File: src/inc/rfpl_pkg.sv
/*
  rfpl_pkg: constants, types and preset tables for the rf protocol register loader.
  assumes a byte-wide frontend configuration register space and one 200 MHz clock.
*/
package rfpl_pkg;

  // software register port
  localparam int              RFPL_AW      = 4;
  localparam logic [3:0]      REG_CMD      = 4'h0;
  localparam logic [3:0]      REG_STATUS   = 4'h1;
  localparam logic [3:0]      REG_EE_ADDR  = 4'h2;
  localparam logic [3:0]      REG_EE_DATA  = 4'h3;
  localparam int              CMD_RATE_LSB = 0;
  localparam int              CMD_LOAD_BIT = 4;
  localparam int              CMD_COPY_BIT = 5;

  // protocol table: registers written in table order from this base
  localparam logic [7:0]      PROTO_BASE   = 8'h40;
  localparam logic [4:0]      PROTO_LAST   = 5'h17;
  localparam logic [4:0]      IX_TX_BITMOD = 5'h00;
  localparam logic [4:0]      IX_TX_RATE   = 5'h02;
  localparam logic [4:0]      IX_TX_DATMOD = 5'h03;
  localparam logic [4:0]      IX_TX_FREQ   = 5'h04;
  localparam logic [4:0]      IX_TX_PAIRHI = 5'h0f;
  localparam logic [4:0]      IX_RX_BITMOD = 5'h10;
  localparam logic [4:0]      IX_RX_SYNCL  = 5'h13;
  localparam logic [4:0]      IX_RX_MODE   = 5'h15;
  localparam logic [4:0]      IX_RX_CORR   = 5'h16;
  localparam logic [4:0]      IX_FAB_CAL   = 5'h17;
  localparam logic [7:0]      VAL_TX_BITMOD = 8'h20;
  localparam logic [7:0]      VAL_TX_RATE0  = 8'h04;
  localparam logic [7:0]      VAL_TX_MOD    = 8'h50;
  localparam logic [7:0]      VAL_TX_FREQ0  = 8'h40;
  localparam logic [7:0]      VAL_TX_FSTEP  = 8'h10;
  localparam logic [7:0]      VAL_RX_BIT106 = 8'h02;
  localparam logic [7:0]      VAL_RX_BITHI  = 8'h22;
  localparam logic [7:0]      VAL_RX_SYN106 = 8'h01;
  localparam logic [7:0]      VAL_RX_SYNHI  = 8'h00;
  localparam logic [7:0]      VAL_RX_MOD106 = 8'h08;
  localparam logic [7:0]      VAL_RX_MODHI  = 8'h0d;
  localparam logic [7:0]      VAL_RX_CORR   = 8'h80;
  localparam logic [7:0]      VAL_FAB_CAL   = 8'hb2;

  // antenna registers and user eeprom
  localparam logic [7:0]      ANT_FIRST    = 8'h28;
  localparam logic [7:0]      ANT_LAST     = 8'h39;
  localparam logic [4:0]      ANT_CNT_LAST = 5'h11;
  localparam logic [7:0]      EE_FIRST     = 8'hc0;
  localparam int              EE_DEPTH     = 38;
  localparam logic [5:0]      EE_BASE_106  = 6'h00;
  localparam logic [5:0]      EE_BASE_212  = 6'h14;
  localparam logic [0:17][7:0] EE_PRESET_106 = {8'h8e, 8'h12, 8'h39, 8'h0a, 8'h18, 8'h18, 8'h0f, 8'h21, 8'h00,
                                                8'hc0, 8'h12, 8'hcf, 8'h00, 8'h04, 8'h90, 8'h5c, 8'h12, 8'h0a};
  localparam logic [0:17][7:0] EE_PRESET_212 = {8'h8e, 8'hd2, 8'h11, 8'h0a, 8'h18, 8'h18, 8'h0f, 8'h10, 8'h00,
                                                8'hc0, 8'h12, 8'hcf, 8'h00, 8'h05, 8'h90, 8'h3c, 8'h12, 8'h0b};

  typedef enum logic [2:0] {
    ST_IDLE = 3'b001,
    ST_LOAD = 3'b010,
    ST_COPY = 3'b100
  } rfpl_state_e;

  typedef struct packed {
    logic       en;
    logic [7:0] addr;
    logic [7:0] data;
  } rfpl_cfgwr_s;

endpackage : rfpl_pkg

File: src/rtl/rfpl_loader.sv
/*
  rfpl_loader: protocol preset loader and eeprom-to-antenna copier for the rf frontend.
  assumes the frontend register file takes one byte write per cycle on cfgWr, and that
  the software register port runs on clk.
*/
// The placing of the registers and the strobed register port are this design's own decisions.
`timescale 1ns/1ps
module rfpl_loader
  import rfpl_pkg::*;
(
  // clock and reset
  input  wire logic               clk,
  input  wire logic               sys_rst,
  // software register port
  input  wire logic [RFPL_AW-1:0] regAddr,
  input  wire logic [7:0]         regWdata,
  input  wire logic               regWr,
  input  wire logic               regRd,
  output logic      [7:0]         regRdata,
  // frontend register write port
  output rfpl_cfgwr_s             cfgWr,
  output logic                    busy
);

  rfpl_state_e       state;
  rfpl_state_e       next_state;
  logic [4:0]        idx;
  logic [4:0]        next_idx;
  logic [1:0]        rate;
  logic [1:0]        next_rate;
  logic              isCopy;
  logic              next_isCopy;
  logic              err;
  logic              next_err;
  logic              next_busy;
  rfpl_cfgwr_s       next_cfgWr;
  logic [7:0]        eeMem [EE_DEPTH];
  logic [7:0]        next_eeMem [EE_DEPTH];
  logic [7:0]        eeAddr;
  logic [7:0]        next_eeAddr;
  logic [7:0]        next_regRdata;
  logic              eeHit;
  logic [5:0]        eeIx;
  logic [5:0]        copyIx;

  function automatic logic [7:0] protoValue(input logic [1:0] r, input logic [4:0] i);
    logic lowRate;
    lowRate = (r == 2'd0);
    case (i)
      IX_TX_BITMOD: protoValue = VAL_TX_BITMOD;
      IX_TX_RATE:   protoValue = VAL_TX_RATE0 + {6'h00, r};
      IX_TX_DATMOD: protoValue = VAL_TX_MOD;
      IX_TX_FREQ:   protoValue = VAL_TX_FREQ0 + VAL_TX_FSTEP * {6'h00, r};
      IX_TX_PAIRHI: protoValue = VAL_TX_MOD;
      IX_RX_BITMOD: protoValue = lowRate ? VAL_RX_BIT106 : VAL_RX_BITHI;
      IX_RX_SYNCL:  protoValue = lowRate ? VAL_RX_SYN106 : VAL_RX_SYNHI;
      IX_RX_MODE:   protoValue = lowRate ? VAL_RX_MOD106 : VAL_RX_MODHI;
      IX_RX_CORR:   protoValue = VAL_RX_CORR;
      IX_FAB_CAL:   protoValue = VAL_FAB_CAL;
      default:      protoValue = 8'h00;
    endcase
  endfunction : protoValue

  function automatic logic [7:0] eeDefault(input int i);
    if (i < 18) begin
      eeDefault = EE_PRESET_106[i];
    end else if (i >= 20 && i < 38) begin
      eeDefault = EE_PRESET_212[i - 20];
    end else begin
      eeDefault = 8'h00;
    end
  endfunction : eeDefault

  assign eeHit  = (eeAddr >= EE_FIRST) && ((eeAddr - EE_FIRST) < 8'(EE_DEPTH));
  assign eeIx   = 6'(eeAddr - EE_FIRST);
  assign copyIx = ((rate == 2'd0) ? EE_BASE_106 : EE_BASE_212) + {1'b0, idx};

  // sequencer
  always_comb begin
    next_state  = state;
    next_idx    = idx;
    next_rate   = rate;
    next_isCopy = isCopy;
    next_err    = err;
    next_cfgWr  = '0;
    case (state)
      ST_IDLE: begin
        if (regWr && regAddr == REG_CMD) begin
          if (regWdata[CMD_LOAD_BIT]) begin
            next_state  = ST_LOAD;
            next_rate   = regWdata[CMD_RATE_LSB +: 2];
            next_isCopy = 1'b0;
            next_idx    = '0;
            next_err    = 1'b0;
          end else if (regWdata[CMD_COPY_BIT]) begin
            // only the 106 and 212 antenna blocks are held on chip
            next_rate   = regWdata[CMD_RATE_LSB +: 2];
            next_isCopy = 1'b1;
            next_idx    = '0;
            next_err    = regWdata[CMD_RATE_LSB + 1];
            next_state  = regWdata[CMD_RATE_LSB + 1] ? ST_IDLE : ST_COPY;
          end
        end
      end
      ST_LOAD: begin
        next_cfgWr.en   = 1'b1;
        next_cfgWr.addr = PROTO_BASE + {3'h0, idx};
        next_cfgWr.data = protoValue(rate, idx);
        next_idx        = idx + 5'h01;
        if (idx == PROTO_LAST) begin
          next_state = ST_IDLE;
        end
      end
      ST_COPY: begin
        next_cfgWr.en   = 1'b1;
        next_cfgWr.addr = ANT_FIRST + {3'h0, idx};
        next_cfgWr.data = eeMem[copyIx];
        next_idx        = idx + 5'h01;
        if (idx == ANT_CNT_LAST) begin
          next_state = ST_IDLE;
        end
      end
      default: begin
        next_state = ST_IDLE;
      end
    endcase
    // a command while busy is dropped; flag it so software can tell
    if (state != ST_IDLE && regWr && regAddr == REG_CMD &&
        (regWdata[CMD_LOAD_BIT] || regWdata[CMD_COPY_BIT])) begin
      next_err = 1'b1;
    end
    next_busy = (next_state != ST_IDLE);
  end

  always_ff @(posedge clk) begin
    if (sys_rst) begin
      state  <= ST_IDLE;
      idx    <= '0;
      rate   <= '0;
      isCopy <= 1'b0;
      err    <= 1'b0;
      busy   <= 1'b0;
      cfgWr  <= '0;
    end else begin
      state  <= next_state;
      idx    <= next_idx;
      rate   <= next_rate;
      isCopy <= next_isCopy;
      err    <= next_err;
      busy   <= next_busy;
      cfgWr  <= next_cfgWr;
    end
  end

  // user eeprom; software may retune presets before copying
  always_comb begin
    next_eeMem  = eeMem;
    next_eeAddr = eeAddr;
    if (regWr && regAddr == REG_EE_ADDR) begin
      next_eeAddr = regWdata;
    end
    if (regWr && regAddr == REG_EE_DATA && eeHit) begin
      next_eeMem[eeIx] = regWdata;
    end
  end

  always_ff @(posedge clk) begin
    if (sys_rst) begin
      eeAddr <= '0;
      for (int i = 0; i < EE_DEPTH; i++) begin
        eeMem[i] <= eeDefault(i);
      end
    end else begin
      eeAddr <= next_eeAddr;
      eeMem  <= next_eeMem;
    end
  end

  // read data only in the cycle after the strobe
  always_comb begin
    next_regRdata = 8'h00;
    if (regRd) begin
      case (regAddr)
        REG_STATUS:  next_regRdata = {3'h0, isCopy, rate, err, busy};
        REG_EE_ADDR: next_regRdata = eeAddr;
        REG_EE_DATA: next_regRdata = eeHit ? eeMem[eeIx] : 8'h00;
        default:     next_regRdata = 8'h00;
      endcase
    end
  end

  always_ff @(posedge clk) begin
    if (sys_rst) begin
      regRdata <= 8'h00;
    end else begin
      regRdata <= next_regRdata;
    end
  end

  a_load_length:
  assert property (@(posedge clk) disable iff (sys_rst)
    ($rose(state == ST_LOAD)) |-> (state == ST_LOAD) [*8] ##1 (state == ST_LOAD) [*8] ##1 (state == ST_LOAD) [*8]
      ##1 (state == ST_IDLE))
    else $error("load sequence length wrong");

  a_load_no_antenna:
  assert property (@(posedge clk) disable iff (sys_rst)
    (cfgWr.en && !isCopy) |-> !(cfgWr.addr >= ANT_FIRST && cfgWr.addr <= ANT_LAST))
    else $error("load wrote an antenna register");

  a_rate_ctrl_val:
  assert property (@(posedge clk) disable iff (sys_rst)
    (cfgWr.en && !isCopy && cfgWr.addr == PROTO_BASE + 8'h02) |-> (cfgWr.data == 8'h04 + {6'h00, rate}))
    else $error("tx rate control value wrong");

  a_sym_freq_val:
  assert property (@(posedge clk) disable iff (sys_rst)
    (cfgWr.en && !isCopy && cfgWr.addr == PROTO_BASE + 8'h04) |-> (cfgWr.data[3:0] == 4'h0 &&
     cfgWr.data[7:4] == 4'h4 + {2'b00, rate}))
    else $error("tx symbol frequency wrong");

  a_rx_mode_val:
  assert property (@(posedge clk) disable iff (sys_rst)
    (cfgWr.en && !isCopy && cfgWr.addr == PROTO_BASE + 8'h15) |-> (cfgWr.data == ((rate == 2'd0) ? 8'h08 : 8'h0d)))
    else $error("rx mode value wrong");

  a_fixed_cal_val:
  assert property (@(posedge clk) disable iff (sys_rst)
    (cfgWr.en && !isCopy && cfgWr.addr == PROTO_BASE + 8'h17) |-> (cfgWr.data == 8'hb2) ##1 !cfgWr.en)
    else $error("calibration value or end wrong");

  a_copy_in_range:
  assert property (@(posedge clk) disable iff (sys_rst)
    (cfgWr.en && isCopy) |-> (cfgWr.addr >= ANT_FIRST && cfgWr.addr <= ANT_LAST))
    else $error("copy outside antenna range");

  a_copy_first_byte:
  assert property (@(posedge clk) disable iff (sys_rst)
    ($rose(state == ST_COPY)) |-> ##1 (cfgWr.en && cfgWr.addr == 8'h28 && cfgWr.data == $past(eeMem[copyIx])))
    else $error("copy first byte wrong");

  a_table_order:
  assert property (@(posedge clk) disable iff (sys_rst)
    (cfgWr.en && $past(cfgWr.en)) |-> (cfgWr.addr == $past(cfgWr.addr) + 8'h01))
    else $error("writes out of order");

endmodule : rfpl_loader

File: config.mk
export PLATFORM = sky130hd
export DESIGN_NAME = rfpl_loader
export DESIGN_NICKNAME = d
export VERILOG_FILES = /design/src/inc/rfpl_pkg.sv /design/src/rtl/rfpl_loader.sv
export SDC_FILE = /design/constraint.sdc
export NUM_CORES = 1
export LEC_CHECK = 0
export BUFFER_PORTS_ARGS = -buffer_cell sky130_fd_sc_hd__buf_2
export CAP_MARGIN = 30
export CORE_ASPECT_RATIO = 0.9
export CORE_MARGIN = 4
export CORE_UTILIZATION = 45
export CTS_CLUSTER_SIZE = 14
export DETAILED_ROUTE_END_ITERATION = 6
export PLACE_DENSITY = 0.63
export SYNTH_ARGS = -nofsm -noshare
export SYNTH_HDL_FRONTEND = slang
export SYNTH_SLANG_ARGS = --single-unit
File: constraint.sdc
create_clock -name clk -period 3.4 [get_ports clk]
set_input_delay 0.17 -clock clk [delete_from_list [all_inputs] [get_ports clk]]
set_output_delay 0.17 -clock clk [all_outputs]
set_load 0.02 [all_outputs]
==> results of run 1 <==
-- area by class of cell --
class	instances	area, sq um
fillers	3801	19100
multi-input cells	1652	10300
clock inverters	9	148
repair buffers	158	1250
flip-flops and latches	349	7010
clock buffers	54	1140
inverters	22	82.6
well taps	532	666
-- report_power, final --
| part | total [mW] | internal [mW] | switching (mW) |
|---|---|---|---|
| sequential | 4.10 | 4.09 | 0.00979 |
| combinational | 0.359 | 0.0861 | 0.273 |
| clock | 4.42 | 2.64 | 1.79 |
-- worst reg2reg max path, cell delays in order, from the launching register on --
cell,delay [ns]
dfxtp_4,0.72
buf_4,0.41
nor2_1,0.13
buf_4,0.27
a22oi_1,0.20
o21ai_0,0.09
o21ai_0,0.44
o21ai_0,0.21
o31a_1,0.36
-- state kept, by name (all words and copies together), names as in the netlist --
register and count:
eeMem 304, cfgWr 16, eeAddr 8, regRdata 8, idx 5, state 3, rate 2, busy 1
err 1, isCopy 1
-- routing by layer --
metal / share of wire, % / global-route usage (%) / vias to the layer above
met5: 0.034 / 0 / -
met2: 43 / 51.6 / 1124
met3: 13 / 10.4 / 204
met1: 40 / 47.5 / 8784
li1: - / - / 7929
met4: 4.3 / 13.8 / 4
-- logic make-up after synthesis --
logic type | Yosys count
AO/OA/AOI/OAI | 487
XOR/XNOR | 3
adder cells (fa/ha/maj) | 9
buffers and inverters | 217
flip-flops | 349
multiplexers | 190
other | 1
AND/OR/NAND/NOR | 962
-- placed cells by master (no fill, tap or decap), types with 11 or more instances in the layout --
cell / Yosys / final
mux4_2: 85 / 85
o21ai_0: 33 / 33
a22oi_1: 33 / 33
nor2b_1: 16 / 16
nand2_1: 554 / 554
nand3_1: 220 / 220
a31oi_1: 15 / 15
buf_2: 68 / 39
a21oi_1: 266 / 266
mux2i_1: 87 / 87
and3_1: 11 / 11
and2_1: 15 / 15
nor2_1: 84 / 82
dfxtp_1: 349 / 344
buf_4: 13 / 107
mux2_2: 18 / 18
nor3_1: 13 / 11
o22ai_1: 23 / 23
a221oi_1: 34 / 34
o211ai_1: 18 / 18
inv_1: 18 / 18
clkbuf_16: 0 / 41
-- through the flow --
stage | total power, mW | cells
CTS | 8.87 | 2774
finish | 8.88 | 2776
global placement | 4.52 | 2708
floorplan | 4.38 | 2218
global route | 9.06 | 2776
detailed placement | 4.53 | 2711
-- worst paths after layout --
kind	from	end	slack [ns]
hold / removal	sys_rst	cfgWr[11]	0.06
setup reg to reg	eeAddr[1]	regRdata[4]	0.46
setup / recovery	eeAddr[1]	regRdata[4]	0.46
hold reg to reg	eeMem[25]	eeMem[25]	0.47
==> results.toml, run 1 <==
[synth]
synth_simple_gate_area_share_pct = 23.0
synth_area_sq_mm = 0.0182
ys.flop_type = "dfxtp_1"
synth_top_family_by_area = "simple AND/OR/NAND/NOR gates"
synth_nets = 2243
yosysMostFrequentCell = "nand2_1"
synth.distinct_cells = 69
async_reset_ff_share_pct = 0
syn_inst = 2218
synth_fa_ha_area_share_pct = 0.618
synth_mux_area_share_pct = 16.4
ys_warn_count = 0
synth_area_leaders = "dfxtp_1 (38%), nand2_1 (11%), mux4_2 (11%)"
synth.top_cell.area_share_pct = 38.3
yosys.area.top_type = "dfxtp_1"
synth_edf_count = 0
ys_ff_latch = 349
syn_avg_cell_area_sq_um = 8.22
synth_compound_area_share_pct = 16.3
synth_commonest_cells = "nand2_1 (554), dfxtp_1 (349), a21oi_1 (266), nand3_1 (220), clkbuf_1 (107)"
ys_seq_area_share_pct = 38.3
synth_xor_xnor_area_share_pct = 0.144

[global_routing]
antenna_found_initial = 3
grt_pass1_vias = 16821
grt-ovfl-total = 0
track_usage_pct = 34.7
grt_max_degree = 90
grt_pass1_wl_um = 113000

[worst_setup_path]
worstPathCellList = "buf_4 > nor2_1 > buf_4 > a22oi_1 > o21ai_0 > o21ai_0 > o21ai_0 > o31a_1"
cpMostUsedCell = "o21ai_0"
arrival_ns = 3.38
cp-start-kind = "flip-flop"
crit_slowest_cell = "dfxtp_4"
crit_type = "flip-flop to flip-flop"
reg2reg_depth = 8
crit_cells = 8
cp_slowest_stage_delay_ns = 0.72
worstSetupEndpointType = "flip-flop"
timing.critical_path.buf_inv = 2
cp_max_fo = 30
cp_top_family = "compound AO/OA/AOI/OAI gates"
crit_required_ns = 3.84

[pwr]
ir_drop_mv = 0.305
power.leakage_nw = 7.11
power_density_mw_per_mm2 = 430

[cts]
cts_tree = "done"
post_cts_buffers = 0
hold_buffers = 0
cts_inserted_buffers = 39
cts_sinks = 349
clockBufferDepth = 3
clkLatencyLatePin_ns = 0.56
cts_root_buf = "clkbuf_16"
cts_resized = 0
h-tree-depth = 2
path_clk_slew_ns = 0.06

[sta]
timing.fmax_mhz = 340
final.setup_skew_ns = 0.0233
setup_slack_ns = 0.460
hold_viol_final = 0
rsz0062_at_grt = "no"
setup_viol = 0
finalSetupTns_ns = 0
worstMarginPinSlew_ns = 1.17
slew-limit-headroom_pct = 22.1
period_minus_slack_ns = 2.94
finalCritPeriodShare_pct = 86.5
finalMaxSlewViolations = 0
holdWs_ns = 0.0590

[placed_design]
dp_slack_ns = 0.502
place_area_sq_mm = 0.0193
io_buffers = 40
place_hpwl_um = 54100
gp_congestion = 1.03

[floorplan]
pin_count = 42
dieArea_sq_mm = 0.0438
die_w_um = 220
initial_core_util_pct = 45.9
die_h_um = 199
coreArea_sq_mm = 0.0397
num_rows = 69

[final_layout]
final_core_util_pct = 51.9
final_nets = 2247
syn2layout_area_growth_pct = 13.1
drive_gt1_share_pct = 15.3
postLayoutCellArea_sq_mm = 0.0206
antenna_cells = 0

[routing]
drtIter0Drc = 2576
avgRoutedWirePerCell_um = 27.8
route.detailed.drc = 0
viasPerCell = 6.50
ant_nets = 0
drt_wl_total_um = 77100
via_count = 18045
drtPass1Iterations = 6

[hold_path]
min_path_type = "primary input to flip-flop"
whs_path_depth = 2

[status]
status = "complete, no violations"

[flow_run]
maxCapViolCount = 0
Power figures use the tool's default switching activity.
==> run 2: changes to the inputs <==
PLACE_DENSITY = 0.65   (was 0.63)
SLEW_MARGIN = 20   (was unset)
clock period = 2.44 ns   (was 3.4 ns; I/O delays follow)
==> results.toml, run 2 (synthesized netlist as in run 1, its figures left out) <==
[worst_setup_path]
crit_required_ns = 2.90
reg2reg_from = "rate[0]"
crit_path_start = "rate[0]"
cp_max_fo = 4
worstPathCellList = "or2_4 > ha_4 > buf_6 > mux4_2 > mux2i_1 > nor2_1 > a21oi_2 > o211ai_1 > and3_1"
worstSetupEndpointType = "flip-flop"
arrival_ns = 2.85
cp-start-kind = "flip-flop"
crit_type = "flip-flop to flip-flop"
cp_slowest_stage_delay_ns = 0.49
crit_slowest_cell = "mux4_2"

[cts]
h-tree-depth = 2
cts_sinks = 349
path_clk_slew_ns = 0.06
cts_inserted_buffers = 38
clockBufferDepth = 3
clkLatencyLatePin_ns = 0.56
cts_root_buf = "clkbuf_16"
cts_tree = "done"

[pwr]
p_int_mw = 9.61
power.leakage_nw = 7.81
switching_share_pct = 23.2
pwr-share-comb_pct = 4.3
total_power_mw = 12.5
power_frac_clock_pct = 50.1
ir_drop_mv = 0.536
power_density_mw_per_mm2 = 573
p_switching_mw = 2.91
seqPwrFrac_pct = 45.5

[final_layout]
syn2layout_area_growth_pct = 19.8
multi_input_area_sq_mm = 0.0104
final_common_cell = "nand2_1"
reg_top3 = "eeMem (304), cfgWr (16)"
antenna_cells = 0
top_register = "eeMem"
final_core_util_pct = 55.0
fillerInstances = 3680
seqCellArea_sq_mm = 0.00701
largest_reg_flops = 304
final_cell_mix = "nand2_1 (554), dfxtp_1 (344), a21oi_1 (264)"
drive_gt1_share_pct = 20.5
final_nets = 2366

[routing]
route.detailed.drc = 5
via_count = 18591
drtPass1Iterations = 7
avgRoutedWirePerCell_um = 27.5
drt_wl_total_um = 79700
viasPerCell = 6.41
ant_nets = 0
drtIter0Drc = 2640

[floorplan]
die_h_um = 199
pin_count = 42
coreArea_sq_mm = 0.0397
die_w_um = 220
num_rows = 69
initial_core_util_pct = 45.9
dieArea_sq_mm = 0.0438

[sta]
worstMarginPinSlew_ns = 0.920
finalSetupTns_ns = 0
hold_viol_final = 0
finalCritPeriodShare_pct = 98.2
period_minus_slack_ns = 2.40
finalMaxSlewViolations = 0
slew-limit-headroom_pct = 38.7
final.setup_skew_ns = 0.0223
timing.fmax_mhz = 417
setup_viol = 0
rsz0062_at_grt = "no"

[global_routing]
grt_max_degree = 121
grt_pass1_vias = 17432
grt-ovfl-total = 0
grt_pass1_wl_um = 117000
antenna_found_initial = 1
track_usage_pct = 35.9

[hold_path]
min_path_type = "primary input to flip-flop"
min_from = "regRd"

[flow_run]
maxCapViolCount = 0

[placed_design]
io_buffers = 40
place_hpwl_um = 57600
gp_congestion = 1.05

[status]
violations = "DRC"
status = "finished with violations"
[run 2: timing repair]
| item | 4_1_cts | 5_1_grt |
|---|---|---|
| hold buffers | 2 | 0 |
| hold endpoints to repair | 19 | 0 |
| setup endpoints to repair | 12 | 20 |
| pin swaps | 1 | 4 |
| gates resized for setup | 7 | 20 |
| buffers inserted | 8 | 5 |
[run 2: critical path, delay by kind of cell (launching register included)]
| family | cells | cell delay (ns) |
|---|---|---|
| muxes | 2 | 0.71 |
| and+or+nand+nor | 3 | 0.52 |
| adders and majority gates | 1 | 0.32 |
| DFF | 1 | 0.31 |
| AOI/OAI and AO/OA | 2 | 0.28 |
| buffers and inverters | 1 | 0.15 |
[run 2: worst paths after layout]
check	end	slack, ns	cells after the start
max	cfgWr[6]	0.04	9
max reg2reg	cfgWr[6]	0.04	9
min reg2reg	eeMem[171]	0.47	2
min	regRdata[2]	0.01	4
[run 2: power groups by stage]
stage               Combinational, mW  Sequential, mW  Clock [mW]
global placement                0.508            5.83           0
CTS                             0.519            5.70        6.28
floorplan                       0.280            5.83           0
detailed placement              0.509            5.83           0
global route                    0.556            5.70        6.53
finish                          0.543            5.70        6.27
[run 2: area by class of cell]
| cell class | count | share of cell area [%] |
|---|---|---|
| Sequential cell | 349 | 32.1 |
| Timing Repair Buffer | 278 | 10.6 |
| Multi-Input combinational cell | 1652 | 47.8 |
| Tap cell | 532 | 3.05 |
| Clock inverter | 16 | 0.985 |
| Clock buffer | 51 | 5.14 |
| Inverter | 22 | 0.384 |
[run 2: routing by layer]
| layer | share of wire, % | GRT usage, % | up-vias |
|---|---|---|---|
| met5 | 0.021 | 0 | - |
| met4 | 4.1 | 12.8 | 2 |
| met3 | 11 | 6.38 | 198 |
| met2 | 44 | 55.3 | 1190 |
| met1 | 41 | 51.0 | 9032 |
| li1 | - | - | 8169 |
[run 2: per-stage QoR]
step,cells,hold WS [ns],cell area [sq um],setup slack (ns)
3_3_place_gp,2818,0.441,20300,-0.103
6_report,2900,0.0139,21800,0.0446
3_5_place_dp,2818,0.446,20300,-0.183
4_1_cts,2895,0.00767,21700,0.00750
2_1_floorplan,2218,0.316,18300,0.0107
5_1_grt,2900,0.0503,21800,0.00428
